### src/fswc_defines.vh
`ifndef FSWC_DEFINES_VH
`define FSWC_DEFINES_VH

// Register byte offsets within the slave window (low address byte)
`define FSWC_OFS_DATA_LO 8'h00
`define FSWC_OFS_DATA_HI 8'h04
`define FSWC_OFS_ADDR_LO 8'h08
`define FSWC_OFS_ADDR_HI 8'h0c
`define FSWC_OFS_CTRL 8'h10
`define FSWC_OFS_KEY 8'h14

// Register select codes
`define FSWC_IDX_DATA_LO 3'h0
`define FSWC_IDX_DATA_HI 3'h1
`define FSWC_IDX_ADDR_LO 3'h2
`define FSWC_IDX_ADDR_HI 3'h3
`define FSWC_IDX_CTRL 3'h4
`define FSWC_IDX_KEY 3'h5
`define FSWC_IDX_NONE 3'h7

// Control register bit positions
`define FSWC_CTRL_RD 0
`define FSWC_CTRL_WR 1
`define FSWC_CTRL_PROGRAM_ERASE_ENABLE 2
`define FSWC_CTRL_SEQUENCE_ERROR_FLAG 3
`define FSWC_CTRL_FREE 4
`define FSWC_CTRL_LATCH_ONLY_LOAD 5
`define FSWC_CTRL_CONFIG_SPACE_SELECT 6

// Reset values
`define FSWC_ADDR_LO_RST 8'h00
`define FSWC_ADDR_HI_RST 7'h00

// Unlock keys
`define FSWC_KEY_FIRST 8'h55
`define FSWC_KEY_SECOND 8'haa

// Write latch row
`define FSWC_ROW_WORDS 32
`define FSWC_ROW_BITS 5
`define FSWC_ROW_LAST 5'h1f

// Timing
`define FSWC_FORCED_NOPS 2'h2
`define FSWC_OP_TIME_US 2000
`define FSWC_CLK_MHZ 100
`define FSWC_OP_CYCLES (`FSWC_OP_TIME_US * `FSWC_CLK_MHZ)

// AHB-Lite
`define FSWC_HTRANS_NONSEQ 2'h2
`define FSWC_HSIZE_WORD 3'h2

`endif

### src/fswc_op_timer.v
`include "fswc_defines.vh"

module fswc_op_timer #(
  parameter integer CYCLES = `FSWC_OP_CYCLES
) (
  input wire clock_i,
  input wire srst_i,
  input wire start_i,
  output wire busy_o,
  output wire done_o
);

  localparam [31:0] LOAD = CYCLES - 1;

  reg [31:0] cnt_ff;
  reg busy_ff;
  reg done_ff;

  assign busy_o = busy_ff;
  assign done_o = done_ff;

  // Self-timed program/erase interval, done pulses one cycle at the end
  always @(posedge clock_i) begin
    if (srst_i) begin
      cnt_ff <= 32'h0;
      busy_ff <= 1'b0;
      done_ff <= 1'b0;
    end else begin
      done_ff <= 1'b0;
      if (start_i) begin
        cnt_ff <= LOAD;
        busy_ff <= 1'b1;
      end else if (busy_ff) begin
        if (cnt_ff == 32'h0) begin
          busy_ff <= 1'b0;
          done_ff <= 1'b1;
        end else begin
          cnt_ff <= cnt_ff - 32'h1;
        end
      end
    end
  end

endmodule

### src/fswc_top.v
// Contract
// - Operations only right after uninterrupted unlock
// - Two forced no-operation cycles after start
// - Stall core during erase or program
// - Latch load: two no-ops, no stall
// - Data word 14 bits, high bits 7-6 zero
// - Address 15 bits, reset zero, bit7 one
// - Latch-only ignored on erase, else selects latch load over commit
// - Start bit self-clears, software cannot clear
`include "fswc_defines.vh"

module fswc_top #(
  parameter integer OP_CYCLES = `FSWC_OP_CYCLES
) (
  input wire clock_i,
  input wire srst_i,
  input wire hsel_i,
  input wire [31:0] haddr_i,
  input wire [1:0] htrans_i,
  input wire hwrite_i,
  input wire [2:0] hsize_i,
  input wire [31:0] hwdata_i,
  input wire hready_i,
  output wire [31:0] hrdata_o,
  output wire hreadyout_o,
  output wire hresp_o,
  input wire [13:0] flash_rdata_i,
  output wire [14:0] flash_addr_o,
  output wire flash_cfg_o,
  output wire flash_rd_o,
  output wire flash_we_o,
  output wire [13:0] flash_wdata_o,
  output wire flash_erase_o,
  output wire force_nop_o,
  output wire core_stall_o
);

  localparam [2:0] ST_IDLE = 3'h0;
  localparam [2:0] ST_NOP = 3'h1;
  localparam [2:0] ST_COPY = 3'h2;
  localparam [2:0] ST_WAIT = 3'h3;

  localparam [1:0] OP_LATCH = 2'h0;
  localparam [1:0] OP_COMMIT = 2'h1;
  localparam [1:0] OP_ERASE = 2'h2;

  localparam [1:0] KEY_NONE = 2'h0;
  localparam [1:0] KEY_FIRST = 2'h1;
  localparam [1:0] KEY_ARMED = 2'h2;

  function [2:0] reg_idx;
    input [7:0] ofs;
    begin
      case (ofs)
        `FSWC_OFS_DATA_LO: reg_idx = `FSWC_IDX_DATA_LO;
        `FSWC_OFS_DATA_HI: reg_idx = `FSWC_IDX_DATA_HI;
        `FSWC_OFS_ADDR_LO: reg_idx = `FSWC_IDX_ADDR_LO;
        `FSWC_OFS_ADDR_HI: reg_idx = `FSWC_IDX_ADDR_HI;
        `FSWC_OFS_CTRL: reg_idx = `FSWC_IDX_CTRL;
        `FSWC_OFS_KEY: reg_idx = `FSWC_IDX_KEY;
        default: reg_idx = `FSWC_IDX_NONE;
      endcase
    end
  endfunction

  // Bus slave state
  reg wr_pend_ff;
  reg rd_pend_ff;
  reg [2:0] wr_idx_ff;
  reg [2:0] rd_idx_ff;
  reg [31:0] hrdata_ff;
  reg hreadyout_ff;
  reg hresp_ff;

  // Software visible registers
  reg [7:0] data_lo_ff;
  reg [5:0] data_hi_ff;
  reg [7:0] addr_lo_ff;
  reg [6:0] addr_hi_ff;
  reg config_space_select_ff;
  reg latch_only_load_ff;
  reg free_ff;
  reg sequence_error_flag_ff;
  reg program_erase_enable_ff;
  reg wr_ff;
  reg rd_ff;
  reg [1:0] key_ff;

  // Sequencer
  reg [2:0] state_ff;
  reg [1:0] op_ff;
  reg [1:0] nop_cnt_ff;
  reg [`FSWC_ROW_BITS-1:0] copy_idx_ff;
  reg tmr_start_ff;
  reg [14:0] flash_addr_ff;
  reg flash_cfg_ff;
  reg flash_rd_ff;
  reg flash_we_ff;
  reg [13:0] flash_wdata_ff;
  reg flash_erase_ff;
  reg force_nop_ff;
  reg core_stall_ff;

  reg [13:0] latch_mem [0:`FSWC_ROW_WORDS-1];
  reg [7:0] rd_mux;

  wire tmr_done;
  wire bus_take;
  wire ctrl_write;
  wire start_go;
  wire [7:0] wbyte;

  assign hrdata_o = hrdata_ff;
  assign hreadyout_o = hreadyout_ff;
  assign hresp_o = hresp_ff;
  assign flash_addr_o = flash_addr_ff;
  assign flash_cfg_o = flash_cfg_ff;
  assign flash_rd_o = flash_rd_ff;
  assign flash_we_o = flash_we_ff;
  assign flash_wdata_o = flash_wdata_ff;
  assign flash_erase_o = flash_erase_ff;
  assign force_nop_o = force_nop_ff;
  assign core_stall_o = core_stall_ff;

  assign bus_take = hsel_i & hready_i & (htrans_i == `FSWC_HTRANS_NONSEQ) & (hsize_i == `FSWC_HSIZE_WORD);
  assign wbyte = hwdata_i[7:0];
  // Control writes are ignored while an operation is in flight
  assign ctrl_write = wr_pend_ff & (wr_idx_ff == `FSWC_IDX_CTRL) & ~wr_ff & (state_ff == ST_IDLE);
  // Start only when armed by the key pair and enabled in the same control write
  assign start_go = ctrl_write & wbyte[`FSWC_CTRL_WR] & (key_ff == KEY_ARMED) &
                    wbyte[`FSWC_CTRL_PROGRAM_ERASE_ENABLE];

  fswc_op_timer #(
    .CYCLES(OP_CYCLES)
  ) u_timer (
    .clock_i(clock_i),
    .srst_i(srst_i),
    .start_i(tmr_start_ff),
    .busy_o(),
    .done_o(tmr_done)
  );

  always @* begin
    rd_mux = 8'h00;
    case (rd_idx_ff)
      `FSWC_IDX_DATA_LO: rd_mux = data_lo_ff;
      `FSWC_IDX_DATA_HI: rd_mux = {2'b00, data_hi_ff};
      `FSWC_IDX_ADDR_LO: rd_mux = addr_lo_ff;
      `FSWC_IDX_ADDR_HI: rd_mux = {1'b1, addr_hi_ff};
      `FSWC_IDX_CTRL: rd_mux = {1'b1, config_space_select_ff, latch_only_load_ff, free_ff,
                                sequence_error_flag_ff, program_erase_enable_ff, wr_ff, rd_ff};
      default: rd_mux = 8'h00;
    endcase
  end

  // Data word and write latches hold no reset value
  always @(posedge clock_i) begin
    if (rd_ff) begin
      data_lo_ff <= flash_rdata_i[7:0];
      data_hi_ff <= flash_rdata_i[13:8];
    end else if (wr_pend_ff && wr_idx_ff == `FSWC_IDX_DATA_LO) begin
      data_lo_ff <= wbyte;
    end else if (wr_pend_ff && wr_idx_ff == `FSWC_IDX_DATA_HI) begin
      data_hi_ff <= wbyte[5:0];
    end
    // Erase leaves the latches alone whatever the latch-only bit says
    if (start_go && !wbyte[`FSWC_CTRL_FREE]) begin
      latch_mem[addr_lo_ff[`FSWC_ROW_BITS-1:0]] <= {data_hi_ff, data_lo_ff};
    end
  end

  always @(posedge clock_i) begin
    if (srst_i) begin
      wr_pend_ff <= 1'b0;
      rd_pend_ff <= 1'b0;
      wr_idx_ff <= `FSWC_IDX_NONE;
      rd_idx_ff <= `FSWC_IDX_NONE;
      hrdata_ff <= 32'h0;
      hreadyout_ff <= 1'b1;
      hresp_ff <= 1'b0;
      addr_lo_ff <= `FSWC_ADDR_LO_RST;
      addr_hi_ff <= `FSWC_ADDR_HI_RST;
      config_space_select_ff <= 1'b0;
      latch_only_load_ff <= 1'b0;
      free_ff <= 1'b0;
      sequence_error_flag_ff <= 1'b0;
      program_erase_enable_ff <= 1'b0;
      wr_ff <= 1'b0;
      rd_ff <= 1'b0;
      key_ff <= KEY_NONE;
      state_ff <= ST_IDLE;
      op_ff <= OP_LATCH;
      nop_cnt_ff <= 2'h0;
      copy_idx_ff <= {`FSWC_ROW_BITS{1'b0}};
      tmr_start_ff <= 1'b0;
      flash_addr_ff <= 15'h0;
      flash_cfg_ff <= 1'b0;
      flash_rd_ff <= 1'b0;
      flash_we_ff <= 1'b0;
      flash_wdata_ff <= 14'h0;
      flash_erase_ff <= 1'b0;
      force_nop_ff <= 1'b0;
      core_stall_ff <= 1'b0;
    end else begin
      tmr_start_ff <= 1'b0;
      flash_we_ff <= 1'b0;
      flash_erase_ff <= 1'b0;
      flash_cfg_ff <= config_space_select_ff;

      // Address phase; reads take one wait state so data reflects earlier writes
      wr_pend_ff <= bus_take & hwrite_i;
      rd_pend_ff <= bus_take & ~hwrite_i;
      if (bus_take) begin
        if (hwrite_i) begin
          wr_idx_ff <= reg_idx(haddr_i[7:0]);
        end else begin
          rd_idx_ff <= reg_idx(haddr_i[7:0]);
          hreadyout_ff <= 1'b0;
        end
      end
      if (rd_pend_ff) begin
        hrdata_ff <= {24'h0, rd_mux};
        hreadyout_ff <= 1'b1;
      end

      // Any write other than the next expected key breaks the unlock
      if (wr_pend_ff) begin
        if (wr_idx_ff == `FSWC_IDX_KEY && wbyte == `FSWC_KEY_FIRST) begin
          key_ff <= KEY_FIRST;
        end else if (wr_idx_ff == `FSWC_IDX_KEY && wbyte == `FSWC_KEY_SECOND && key_ff == KEY_FIRST) begin
          key_ff <= KEY_ARMED;
        end else begin
          key_ff <= KEY_NONE;
        end
      end

      if (wr_pend_ff && wr_idx_ff == `FSWC_IDX_ADDR_LO) begin
        addr_lo_ff <= wbyte;
      end
      if (wr_pend_ff && wr_idx_ff == `FSWC_IDX_ADDR_HI) begin
        addr_hi_ff <= wbyte[6:0];
      end

      // One-cycle flash fetch; the data block captures while rd_ff is high
      if (rd_ff) begin
        rd_ff <= 1'b0;
        flash_rd_ff <= 1'b0;
      end

      if (ctrl_write) begin
        config_space_select_ff <= wbyte[`FSWC_CTRL_CONFIG_SPACE_SELECT];
        latch_only_load_ff <= wbyte[`FSWC_CTRL_LATCH_ONLY_LOAD];
        free_ff <= wbyte[`FSWC_CTRL_FREE];
        program_erase_enable_ff <= wbyte[`FSWC_CTRL_PROGRAM_ERASE_ENABLE];
        sequence_error_flag_ff <= wbyte[`FSWC_CTRL_SEQUENCE_ERROR_FLAG];
        if (wbyte[`FSWC_CTRL_RD] && !rd_ff) begin
          rd_ff <= 1'b1;
          flash_rd_ff <= 1'b1;
        end
        // Hardware set wins over the software value written alongside
        if (wbyte[`FSWC_CTRL_WR]) begin
          sequence_error_flag_ff <= 1'b1;
        end
      end

      if (start_go) begin
        wr_ff <= 1'b1;
        state_ff <= ST_NOP;
        nop_cnt_ff <= `FSWC_FORCED_NOPS - 2'h1;
        force_nop_ff <= 1'b1;
        if (wbyte[`FSWC_CTRL_FREE]) begin
          op_ff <= OP_ERASE;
        end else if (wbyte[`FSWC_CTRL_LATCH_ONLY_LOAD]) begin
          op_ff <= OP_LATCH;
        end else begin
          op_ff <= OP_COMMIT;
        end
      end

      case (state_ff)
        ST_IDLE: begin
          if (!start_go) begin
            flash_addr_ff <= {addr_hi_ff, addr_lo_ff};
          end
        end
        ST_NOP: begin
          if (nop_cnt_ff != 2'h0) begin
            nop_cnt_ff <= nop_cnt_ff - 2'h1;
          end else begin
            force_nop_ff <= 1'b0;
            case (op_ff)
              OP_LATCH: begin
                wr_ff <= 1'b0;
                sequence_error_flag_ff <= 1'b0;
                state_ff <= ST_IDLE;
              end
              OP_ERASE: begin
                flash_erase_ff <= 1'b1;
                core_stall_ff <= 1'b1;
                tmr_start_ff <= 1'b1;
                state_ff <= ST_WAIT;
              end
              OP_COMMIT: begin
                core_stall_ff <= 1'b1;
                copy_idx_ff <= {`FSWC_ROW_BITS{1'b0}};
                state_ff <= ST_COPY;
              end
              default: begin
                wr_ff <= 1'b0;
                state_ff <= ST_IDLE;
              end
            endcase
          end
        end
        ST_COPY: begin
          // Stream every latch of the row into the addressed flash row
          flash_we_ff <= 1'b1;
          flash_wdata_ff <= latch_mem[copy_idx_ff];
          flash_addr_ff <= {addr_hi_ff, addr_lo_ff[7:`FSWC_ROW_BITS], copy_idx_ff};
          copy_idx_ff <= copy_idx_ff + {{(`FSWC_ROW_BITS-1){1'b0}}, 1'b1};
          if (copy_idx_ff == `FSWC_ROW_LAST) begin
            tmr_start_ff <= 1'b1;
            state_ff <= ST_WAIT;
          end
        end
        ST_WAIT: begin
          if (tmr_done) begin
            core_stall_ff <= 1'b0;
            wr_ff <= 1'b0;
            free_ff <= 1'b0;
            sequence_error_flag_ff <= 1'b0;
            state_ff <= ST_IDLE;
          end
        end
        default: begin
          state_ff <= ST_IDLE;
        end
      endcase
    end
  end

endmodule

### config.mk
export PLATFORM = sky130hd
export DESIGN_NAME = fswc_top
export DESIGN_NICKNAME = d
export VERILOG_FILES = /design/src/fswc_op_timer.v /design/src/fswc_top.v
export VERILOG_INCLUDE_DIRS = /design/src
export SDC_FILE = /design/constraint.sdc
export NUM_CORES = 1
export LEC_CHECK = 0
export BUFFER_PORTS_ARGS = -buffer_cell sky130_fd_sc_hd__buf_2
export CAP_MARGIN = 0
export CORE_ASPECT_RATIO = 0.7
export CORE_MARGIN = 2
export CORE_UTILIZATION = 40
export DETAILED_ROUTE_END_ITERATION = 8
export MAX_ROUTING_LAYER = met4
export SETUP_SLACK_MARGIN = 0.3
export SLEW_MARGIN = 0
export SYNTH_ARGS = -nofsm -noshare
export SYNTH_HDL_FRONTEND = slang
export SYNTH_HIERARCHICAL = 1
export SYNTH_SLANG_ARGS = --single-unit
### constraint.sdc
create_clock -name clock_i -period 3.6 [get_ports clock_i]
set_input_delay 0.18 -clock clock_i [delete_from_list [all_inputs] [get_ports clock_i]]
set_output_delay 0.18 -clock clock_i [all_outputs]
set_load 0.02 [all_outputs]
### Yosys cells after proc, flatten, opt, wreduce, memory -nomap -nowiden

Memories as Yosys holds them, arrays and structs flattened. A register that Yosys moved wholly into a read port is not among the register bits.
Index checks and enable logic that the tools add are counted.

* register bits: 123
* memory bits (writable): 448
* output and inout bits: 69
* memories kept: 1

Memory list
* latch_mem: depth 32, width 14, rd ports 1, clocked after Yosys merged registers in 1, wr ports 1, line fswc_top.v:104 `` reg [13:0] latch_mem [0:`FSWC_ROW_WORDS-1]; ``

* $add $sub $neg: 3
* eq/ne operators: 33
* mux-type cells: 64
* bitwise logic cells: 17
* reduce and logical (&&, ||, !) cells: 38

Operators by type and width (number)
* 18-bit 2-to-1 mux: 3
* 8-bit case mux with 5 select lines: 1
* 1-bit 2-to-1 mux: 33
* 32-bit zero test: 1
* 32-bit by 1-bit subtractor with 32-bit output (second input constant): 1
* 15-bit case mux with 2 select lines: 1
* 3-bit by 2-bit equality test with 1-bit output (second input constant): 7
* 6-bit 2-to-1 mux: 3
* 3-bit case mux with 6 select lines: 1
* 8-bit by 4-bit equality test with 1-bit output (second input constant): 2
* 8-bit by 5-bit equality test with 1-bit output (second input constant): 2
* 8-bit 2-to-1 mux: 2
* 15-bit 2-to-1 mux: 1
* 2-bit nonzero test: 7
* 2-bit 2-to-1 mux: 6
* 3-bit 2-to-1 mux: 4
* 2-bit != test (second input constant): 6
* 3-bit case mux with 4 select lines: 1
* 2-bit AND reduction: 6
* 1-bit AND: 11
* 5-bit 2-to-1 mux: 2
* 5-bit case mux with 2 select lines: 1
* 2-bit OR reduction: 5
* 3-bit by 1-bit equality test with 1-bit output (second input constant): 3
* other kinds (21): 45

### Longest topological paths before layout

Gate-level depths: netlist of the first run.

* depth in word-level cells: 11
* depth in mapped cells: 8
* gate-level depth less buffers: 7

### By module

Netlist of the first run, hierarchy kept.

Modules (own cells, without submodules)
* fswc_top: instances 1, cells an instance 1290, area an instance 21783.4 um^2
* fswc_op_timer: instances 1, cells an instance 195, area an instance 1712.9 um^2

### Worst setup path after synthesis of the first run

No wires, ideal clock.

* path kind: register to register
* start point: register wr_idx_ff[0]
* end point: memory latch_mem[28][0] (enable)
* setup time: 384 ps
* data arrival time: 2433 ps
* data required time: 3216 ps
* setup slack: 782 ps
* stages on the path, launching flop included: 7
* buffers on the path: 2
* cell sequence: dfxtp_1 or4_1 buf_2 nor4_4 or3b_1 buf_2 nor2_1

* longest elaborated chain between the ends: 10

RTL lines
* start, declared: line fswc_top.v:69 `reg [2:0] wr_idx_ff;`
* start signal, assigned: line fswc_top.v:176 `` wr_idx_ff <= `FSWC_IDX_NONE; ``
* start signal, assigned: line fswc_top.v:215 `wr_idx_ff <= reg_idx(haddr_i[7:0]);`
* 3-bit equality test (no source line)
* 1-bit AND (3 in a row): line fswc_top.v:128 `` assign ctrl_write = wr_pend_ff & (wr_idx_ff == `FSWC_IDX_CTRL) & ~wr_ff & (state_ff == ST_IDLE); ``
* 1-bit AND (3 in a row): line fswc_top.v:130 `` assign start_go = ctrl_write & wbyte[`FSWC_CTRL_WR] & (key_ff == KEY_ARMED) & ``
* 1-bit logical AND: line fswc_top.v:167 `` if (start_go && !wbyte[`FSWC_CTRL_FREE]) begin ``
* 1-bit 2-to-1 mux: line fswc_top.v:167
* 1-bit 2-to-1 mux: line fswc_top.v:168 `` latch_mem[addr_lo_ff[`FSWC_ROW_BITS-1:0]] <= {data_hi_ff, data_lo_ff}; ``
* end, declared: line fswc_top.v:104

No other way between the ends.

### Final worst setup path of the first run

* start point: register state_ff[1]
* end point: register flash_wdata_ff[8] (netlist: flash_wdata_o[8]), read port of latch_mem

* longest elaborated chain between the ends: 1

RTL lines
* start, declared: line fswc_top.v:90 `reg [2:0] state_ff;`
* start signal, assigned: line fswc_top.v:191 `state_ff <= ST_IDLE;`
* start signal, assigned: line fswc_top.v:268 `state_ff <= ST_NOP;`
* start signal, assigned: line fswc_top.v:295 `state_ff <= ST_IDLE;`
* 3-bit by 2-bit equality test with 1-bit output: line fswc_top.v:280 `case (state_ff)`
* end, declared: line fswc_top.v:99 `reg [13:0] flash_wdata_ff;`

No other way between the ends.
A chain may end at the register's enable or synchronous reset.

==> results.py, run 1 <==
metrics = {
    "placement": {
        "dp_cells": 2329,
        "dp_slack_ns": 0.718,
        "dp_hpwl_microns": 37200,
        "portBuffers": 83,
        "place_congestion": 0.939,
    },
    "finish": {
        "finalNonFillerCells": 2459,
        "syn_to_final_growth_pct": 15.1,
        "diodes": 0,
        "num-fill-cells": 4928,
        "drive_above_1_share_pct": 22.8,
        "final_cell_mix": "462 x edfxtp_1, 120 x dfxtp_1, 116 x nand2_1",
        "final_common_cell": "edfxtp_1",
        "fin_nets": 1751,
    },
    "synth": {
        "ys_ff_latch": 585,
        "async_reset_ff_share_pct": 0,
        "syn_area_sq_um": 23500,
        "synth_mux_area_share_pct": 13.6,
        "synth_cell_types": 67,
        "yosys.area_share.simple_pct": 7.33,
        "yosys_warnings": 6,
        "syn_avg_cell_area_sq_um": 15.8,
        "synth-xor-area-share_pct": 0.596,
        "synth_fa_ha_area_share_pct": 0.426,
        "synth_edf_count": 462,
        "synth_top_family_by_area": "multiplexers",
        "ys.flop_type": "edfxtp_1",
        "synth_compound_area_share_pct": 6.00,
        "syn_inst": 1485,
        "yosysSeqAreaShare_pct": 69.5,
    },
    "clock_tree": {
        "cts_root_buf": "clkbuf_16",
        "cts_tree": "yes",
        "cts.sinks": 585,
        "cts-buffers-inserted": 54,
        "cts_resized": 0,
        "clk_latency_ns": 0.59,
        "cts-htree-levels": 2,
        "hold_buffers": 30,
        "cts_buffer_depth": 3,
        "clk_pin_slew_ns": 0.06,
        "cts_setup_buffers": 0,
    },
    "pwr": {
        "p_leak_nw": 8.87,
        "netSwitchingPower_mw": 2.51,
        "swShare_pct": 19.7,
        "seqPwrFrac_pct": 56.5,
        "p_clk_share_pct": 42.5,
        "powerDensity_nw_per_um2": 471,
        "vdd_ir_drop_max_uv": 425,
        "p_int_mw": 10.2,
        "pwr-share-comb_pct": 1.1,
    },
    "floorplan": {
        "die_area_sq_um": 60700,
        "std_cell_rows": 74,
        "pin_count": 157,
        "initial_core_util_pct": 40.3,
        "die_h_microns": 207,
        "die_w_microns": 294,
        "coreArea_sq_um": 58200,
    },
    "drt": {
        "post_drt_wl_per_cell_microns": 23.1,
        "drt-initial-drc-count": 1524,
        "route.detailed.drc": 0,
        "drt-total-wl_microns": 56700,
        "viasPerCell": 5.51,
        "drtAntennaViolNets": 0,
        "dr.pass1.iters": 5,
        "via_count": 13500,
    },
    "grt": {
        "groute.usage.overall_pct": 19.3,
        "grt_antenna_before_repair": 2,
        "grt_overflow": 0,
        "grt_max_degree": 56,
        "grt_first_pass_wirelength_microns": 84300,
        "grt_pass1_vias": 13200,
    },
    "sta": {
        "slew_violations": 0,
        "fin_skew_ns": 0.0236,
        "tightest_slew_ns": 0.957,
        "timing.final.crit_share_pct": 81.8,
        "rsz0062_at_grt": "false",
        "setup_viol": 0,
        "max_freq_mhz": 340,
        "timing.final.ws_setup_ns": 0.656,
        "relSlewSlack_pct": 35.7,
        "hold_ws_ns": 0.0335,
        "finalSetupTns_ns": 0,
        "fin_crit_ns": 2.94,
        "hold_viol": 0,
    },
    "setup_path": {
        "arrival_ns": 3.37,
        "cp_max_fo": 18,
        "r2r_cells": 5,
        "path_cells": "or3b_2 > buf_4 > nor3b_1 > nand2_1 > a31oi_1",
        "slowest_stage": "or3b_2",
        "end_kind": "flop",
        "path_class": "flop to flop",
        "cp_data_required_time_ns": 4.03,
        "slowest_delay_ns": 0.70,
        "startpoint_type": "flop",
    },
    "min_path": {
        "min_path_type": "input port to flop",
        "hold_depth": 4,
    },
    "job": {
        "maxCapViolCount": 0,
    },
    "outcome": {
        "status": "finished clean",
    },
}
-- kinds of logic (layout without fill, tap and decap cells) --
| group | Yosys count | after routing |
|---|---|---|
| adders and majority gates | 8 | 8 |
| buffers and inverters | 118 | 307 |
| xor gates and xnor gates | 16 | 16 |
| and+or+nand+nor | 349 | 349 |
| DFF | 585 | 585 |
| other | 1 | 26 |
| AOI/OAI and AO/OA | 201 | 201 |
| muxes | 207 | 207 |
-- registers in the layout, summed over array words and instances, names as in the netlist, 7 cells and up --
signal	count
latch_mem	448
u_timer/cnt_ff	32
flash_addr_o	15
flash_wdata_o	14
addr_lo_ff	8
data_lo_ff	8
hrdata_o	8
addr_hi_ff	7
-- layout make-up --
| class | instances | area (sq um) | share of cell area [%] |
|---|---|---|---|
| clock inverters | 20 | 135 | 0.499 |
| clock buffers | 80 | 1520 | 5.62 |
| inverters | 11 | 41.3 | 0.153 |
| repair buffers | 196 | 1390 | 5.13 |
| multi-input cells | 807 | 6670 | 24.7 |
| well taps | 760 | 951 | 3.51 |
| flip-flops and latches | 585 | 16300 | 60.4 |
-- cells in the mapped netlist, types with 10 or more instances --
cell | count | area share [%]
mux2i_1 | 76 | 3.2
mux2_2 | 45 | 2.2
o21ai_0 | 26 | 0.55
or3_1 | 16 | 0.43
a22oi_1 | 42 | 1.3
nand3_1 | 10 | 0.21
buf_2 | 24 | 0.51
buf_4 | 27 | 0.86
dfxtp_1 | 123 | 10
inv_1 | 11 | 0.18
mux4_2 | 86 | 8.2
a21oi_1 | 42 | 0.89
xnor2_1 | 12 | 0.45
nand2_1 | 116 | 1.9
edfxtp_1 | 462 | 59
nor3_1 | 20 | 0.43
nand2b_1 | 10 | 0.27
a31oi_1 | 23 | 0.61
nor4_1 | 10 | 0.27
nor2_1 | 95 | 1.5
a32oi_1 | 15 | 0.56
clkbuf_1 | 46 | 0.73
-- critical path: cells and delay by family, from the launching register on --
family          cells  cell delay (ns)
simple gates        3             1.54
flops               1             0.51
compound gates      1             0.43
buf+inv             1             0.28
-- routing by layer --
metal  GRT usage, %  vias up  part of all wire, %
met1           28.4     6900                   47
met2           26.8      461                   42
met4           3.30        0                  1.4
met3           5.43       62                  9.4
li1               -     6116                    -
met5              -        -                    0
-- metrics by stage --
step | cell area, sq um | power [mW] | utilization (%)
floorplan | 23600 | 7.43 | -
global placement | 25100 | 7.45 | 43.1
detailed placement | 25100 | 7.45 | 43.1
CTS | 27100 | 12.9 | 46.5
global route | 27100 | 13.2 | 46.5
finish | 27100 | 12.7 | 46.5
-- path summary, 6_finish.rpt --
check             slack (ns)         from                to
setup / recovery        0.66  state_ff[1]  flash_wdata_o[8]
hold / removal          0.03   haddr_i[5]      rd_idx_ff[0]
hold reg to reg         0.45  hreadyout_o       hreadyout_o
setup reg to reg        0.66  state_ff[1]  flash_wdata_o[8]
-- power by group through the flow --
stage | Sequential (mW) | Clock, mW | Combinational, mW
after floorplan | 7.34 | 0 | 0.0837
after global placement | 7.34 | 0 | 0.110
after detailed placement | 7.34 | 0 | 0.111
after CTS | 7.19 | 5.54 | 0.135
after global routing | 7.19 | 5.82 | 0.148
final | 7.19 | 5.41 | 0.136
Power figures use the tool's default switching activity.
==> run 2: changes to the inputs <==
Settings changed: ABC_AREA set to 1.
Clock period 3.6 ns to 3 ns, I/O delays scaled along.
==> results.py, run 2 <==
metrics = {
    "outcome": {
        "status": "finished clean",
    },
    "synth": {
        "synth_area_leaders": "edfxtp_1 54%, nand2_1 13%, dfxtp_1 9.6%",
        "syn_inst": 2673,
        "ys.flop_type": "edfxtp_1",
        "ys_ff_latch": 585,
        "yosysMostFrequentCell": "nand2_1",
        "syn_area_sq_um": 25600,
        "syn_avg_cell_area_sq_um": 9.59,
        "yosys_warnings": 6,
        "synth_cell_types": 44,
        "async_reset_ff_share_pct": 0,
        "synth_edf_count": 462,
        "post-synth-top-area-fraction_pct": 54.1,
        "yosysTopAreaCell": "edfxtp_1",
        "yosysSeqAreaShare_pct": 63.7,
        "synth_common_cells": "887 x nand2_1, 462 x edfxtp_1, 385 x nand3_1, 249 x inv_1, 149 x nor2_1",
    },
    "setup_path": {
        "path_cells": "clkinv_1 > nand2_1 > nand2_1 > dlygate4sd3_1",
        "slowest_stage": "dfxtp_1",
        "cp_max_fo": 17,
        "slowest_delay_ns": 0.74,
        "path_class": "flop to flop",
        "cp_common_cell": "nand2_1",
        "startpoint_type": "flop",
        "cp_data_required_time_ns": 3.35,
        "arrival_ns": 2.72,
        "end_kind": "flop",
        "r2r_slack_ns": 0.63,
    },
    "grt": {
        "grt_antenna_before_repair": 2,
        "global_route.usage.met2_pct": 30.6,
        "grt_max_degree": 122,
        "groute.usage.overall_pct": 20.8,
        "grtUsageMet3_pct": 3.44,
        "top_usage_layer": "met2",
        "grt_first_pass_wirelength_microns": 103000,
        "grt_pass1_vias": 18000,
        "grtUsageMet1_pct": 30.3,
        "grt_overflow": 0,
    },
    "finish": {
        "final_cell_mix": "887 x nand2_1, 462 x edfxtp_1, 385 x nand3_1",
        "seqCellArea_sq_um": 16300,
        "fin_nets": 2893,
        "syn_to_final_growth_pct": 13.8,
        "final_common_cell": "nand2_1",
        "drive_above_1_share_pct": 10.1,
        "multiInputGateArea_sq_um": 7570,
        "num-fill-cells": 5881,
        "largest_register_ffs": 448,
        "finalNonFillerCells": 3674,
    },
    "clock_tree": {
        "hold_buffers": 39,
        "cts_root_buf": "clkbuf_16",
        "clk_pin_slew_ns": 0.06,
        "cts_buffer_depth": 3,
        "cts_resized": 0,
        "cts_tree": "yes",
        "cts-htree-levels": 2,
        "cts_setup_buffers": 0,
        "cts-buffers-inserted": 55,
        "cts.sinks": 585,
        "clk_latency_ns": 0.60,
    },
    "placement": {
        "portBuffers": 83,
        "place_congestion": 0.856,
        "dp_cells": 3530,
        "dp_hpwl_microns": 41600,
    },
    "drt": {
        "drt-total-wl_microns": 67000,
        "via_count": 18600,
        "dr.pass1.iters": 5,
        "post_drt_wl_per_cell_microns": 18.2,
        "viasPerCell": 5.07,
        "route.detailed.drc": 0,
        "drt-initial-drc-count": 1830,
        "drtAntennaViolNets": 0,
    },
    "sta": {
        "tightest_slew_ns": 1.17,
        "finalSetupTns_ns": 0,
        "max_freq_mhz": 421,
        "relSlewSlack_pct": 21.7,
        "timing.final.crit_share_pct": 79.1,
        "hold_viol": 0,
        "slew_violations": 0,
        "fin_skew_ns": 0.0177,
        "rsz0062_at_grt": "false",
        "setup_viol": 0,
        "fin_crit_ns": 2.37,
    },
    "job": {
        "maxCapViolCount": 0,
    },
    "min_path": {
        "min_path_type": "input port to flop",
    },
    "floorplan": {
        "die_w_microns": 307,
        "die_area_sq_um": 66200,
        "die_h_microns": 216,
        "pin_count": 157,
        "coreArea_sq_um": 63300,
        "std_cell_rows": 77,
        "initial_core_util_pct": 40.5,
    },
    "pwr": {
        "powerDensity_nw_per_um2": 545,
        "vdd_ir_drop_max_uv": 389,
        "p_leak_nw": 11.8,
    },
}
-- run 2: metrics by stage --
stage | setup WS [ns] | cell area [sq um] | hold WS (ns) | util [%] | power, mW
final | 0.626 | 29200 | 0.0588 | 46.1 | 15.9
after global routing | 0.434 | 29200 | 0.0763 | 46.1 | 16.4
after CTS | 0.659 | 29200 | 0.0239 | 46.1 | 16.0
after detailed placement | 0.722 | 27000 | 0.438 | 42.6 | 8.99
after global placement | 0.765 | 27000 | 0.435 | 42.6 | 8.99
after floorplan | 0.723 | 25700 | 0.280 | - | 8.95
-- run 2: area by class of cell --
type / count / area share (%)
Tap cell: 829 / 3.56
Clock inverter: 36 / 1.15
Timing Repair Buffer: 193 / 4.85
Multi-Input combinational cell: 1695 / 25.9
Inverter: 267 / 3.46
Antenna cell: 2 / 0.0172
Clock buffer: 67 / 5.02
Sequential cell: 585 / 56.0
-- run 2: routing by layer --
metal  wire [microns]  share of wire (%)  up-vias
met2            29300                 44      625
met3             5270                7.9       86
li1                 -                  -     9033
met1            31500                 47     8887
met4             1030                1.5        0
met5                0                  0        -
-- run 2: worst paths after layout --
kind               startpoint             to  cells after the start
hold reg to reg   hreadyout_o    hreadyout_o                      2
setup / recovery        rd_ff  data_hi_ff[1]                      4
setup reg to reg        rd_ff  data_hi_ff[1]                      4
hold / removal     haddr_i[5]   rd_idx_ff[0]                      7
-- run 2: power breakdown --
part,switching (mW),leakage [nW],internal (mW)
combinational,0.143,5.79,0.0746
sequential,0.00618,5.15,8.63
clock,3.06,0.875,3.99
-- run 2: cells by family after synthesis --
logic type	Yosys count	synth area share (%)
other	1	0.0146
buffers and inverters	418	7.11
and+or+nand+nor	1478	24.5
xor gates and xnor gates	13	0.444
adders and majority gates	8	0.391
DFF	585	63.7
AOI/OAI and AO/OA	170	3.76
-- run 2: critical path, delay by kind of cell, from the launching register on --
kind	cells	cell delay [ns]
simple gates	2	0.28
flops	1	0.74
buf+inv	2	1.10
==> run 3: changes to the inputs <==
Settings changed: ABC_AREA 1 to 0.
Clock period 3 ns to 2.4 ns, I/O delays scaled along.
==> results.py, run 3 (synthesis gave the netlist of run 1 again) <==
metrics = {
    "pwr": {
        "p_leak_nw": 9.77,
        "powerDensity_nw_per_um2": 673,
        "vdd_ir_drop_max_uv": 503,
        "finalPower_mw": 19.7,
    },
    "finish": {
        "num-fill-cells": 4810,
        "multiInputGateArea_sq_um": 6960,
        "fin_nets": 1873,
        "largest_register_ffs": 448,
        "final_cell_area_sq_um": 29300,
        "final_common_cell": "edfxtp_1",
        "drive_above_1_share_pct": 30.7,
        "seqCellArea_sq_um": 16300,
        "syn_to_final_growth_pct": 24.5,
        "final_cell_mix": "462 x edfxtp_1, 116 x nand2_1, 116 x dfxtp_1",
    },
    "setup_path": {
        "slowest_delay_ns": 0.55,
        "path_cells": "or4_4 > nor4_4 > buf_4 > nand3b_1 > buf_12 > nor2_4 > buf_6 > buf_12",
        "timing.rr.end": "latch_mem[5][11]",
        "cp_max_fo": 8,
        "slowest_stage": "or4_4",
        "cp.depth": 8,
        "rr_startpoint": "wr_ff",
        "startpoint_type": "flop",
        "critPathTopFamily": "simple AND/OR/NAND/NOR gates",
        "r2r_slack_ns": -0.03,
        "end_kind": "flop",
        "cp_common_cell": "buf_12",
        "arrival_ns": 2.75,
        "crit_start": "wr_ff",
        "cp_data_required_time_ns": 2.72,
        "endpoint": "latch_mem[5][11]",
        "path_buf_inv": 4,
        "r2r_cells": 8,
        "path_class": "flop to flop",
    },
    "clock_tree": {
        "cts_tree": "yes",
        "cts_buffer_depth": 3,
        "cts-htree-levels": 2,
        "cts_root_buf": "clkbuf_16",
        "clk_latency_ns": 0.61,
        "clk_pin_slew_ns": 0.06,
        "cts-buffers-inserted": 55,
        "cts.sinks": 585,
    },
    "placement": {
        "dp_hpwl_microns": 37700,
        "portBuffers": 83,
        "place_congestion": 0.939,
        "placed_cell_area_sq_um": 26000,
    },
    "drt": {
        "drtAntennaViolNets": 0,
        "viasPerCell": 5.51,
        "drt-initial-drc-count": 1452,
        "post_drt_wl_per_cell_microns": 23.5,
        "route.detailed.drc": 0,
        "via_count": 14200,
        "drt-total-wl_microns": 60700,
        "dr.pass1.iters": 5,
    },
    "outcome": {
        "status": "complete, but fails checks",
        "violations": "setup timing",
    },
    "floorplan": {
        "die_w_microns": 294,
        "initial_core_util_pct": 40.3,
        "pin_count": 157,
        "die_h_microns": 207,
        "die_area_sq_um": 60700,
        "std_cell_rows": 74,
        "coreArea_sq_um": 58200,
    },
    "sta": {
        "max_freq_mhz": 411,
        "hold_ws_ns": 0.0286,
        "tightest_slew_ns": 0.861,
        "timing.final.crit_share_pct": 101,
        "timing.final.ws_setup_ns": -0.0315,
        "fin_skew_ns": 0.0270,
        "setup_viol": 42,
        "rsz0062_at_grt": "true",
        "slew_violations": 0,
        "relSlewSlack_pct": 42.6,
        "fin_crit_ns": 2.43,
        "hold_viol": 0,
    },
    "grt": {
        "grt_max_degree": 68,
        "groute.usage.overall_pct": 20.0,
        "grt_first_pass_wirelength_microns": 87300,
        "grt_pass1_vias": 13700,
        "grt_antenna_before_repair": 2,
        "grt_overflow": 0,
    },
    "job": {
        "maxCapViolCount": 0,
    },
    "min_path": {
        "min_path_type": "input port to flop",
    },
}
[run 3: layer usage]
| layer | GRT usage, % | wire length (microns) | up-vias |
|---|---|---|---|
| met2 | 28.7 | 26700 | 543 |
| met1 | 28.6 | 27700 | 7258 |
| li1 | - | - | 6361 |
| met3 | 5.14 | 5320 | 73 |
| met5 | - | 0 | - |
| met4 | 4.66 | 1020 | 0 |
[run 3: worst min-delay path by stage]
stage,depth (start not counted),from,slack [ns],to
2_1_floorplan,1,srst_i,0.20,u_timer/cnt_ff[8]
6_report,4,hsize_i[0],0.03,wr_idx_ff[0]
3_3_place_gp,3,flash_rdata_i[10],0.42,data_hi_ff[2]
3_5_place_dp,3,flash_rdata_i[10],0.42,data_hi_ff[2]
4_1_cts,4,hsize_i[0],0.004,wr_idx_ff[0]
5_1_grt,4,hsize_i[2],0.08,rd_pend_ff
[run 3: report_power, final]
group	switching (mW)	internal, mW	total [mW]	leakage, nW
Combinational	0.143	0.0871	0.230	3.76
Sequential	0.00449	10.8	10.8	5.15
Clock	3.79	4.89	8.68	0.866
[run 3: metrics by stage]
| stage | setup WS (ns) | setup TNS, ns | util [%] | std cells |
|---|---|---|---|---|
| detailed placement | -0.106 | -9.71 | 44.7 | 2387 |
| CTS | -0.0324 | -1.40 | 49.1 | 2541 |
| global placement | -0.0899 | -8.73 | 44.7 | 2387 |
| global route | -0.0715 | -6.27 | 50.2 | 2583 |
| finish | -0.0315 | -0.529 | 50.2 | 2583 |
| floorplan | -0.107 | -37.66 | - | 1510 |
[run 3: final cells by class]
cell class / instances / area share, %
antenna: 1 / 0.00855
timing repair buffer: 317 / 10.8
multi-input combinational: 807 / 23.8
sequential: 585 / 55.9
inverter: 11 / 0.141
clock inverter: 32 / 1.09
tap: 760 / 3.25
clock buffer: 70 / 5.01
[run 3: timing repair]
item,in CTS,in global routing
hold buffers,41,0
endpoints found under the setup margin,474,509
pin swaps,11,12
endpoints found under the hold margin,64,0
gates cloned,6,10
resized for setup,50,29
buffers inserted,5,31
[run 3: worst register-to-register path, cell delays in order, from the launching register on]
cell and delay, ns:
dfxtp_1 0.31, or4_4 0.55, nor4_4 0.33, buf_4 0.19, nand3b_1 0.12, buf_12 0.20
nor2_4 0.18, buf_6 0.13, buf_12 0.11
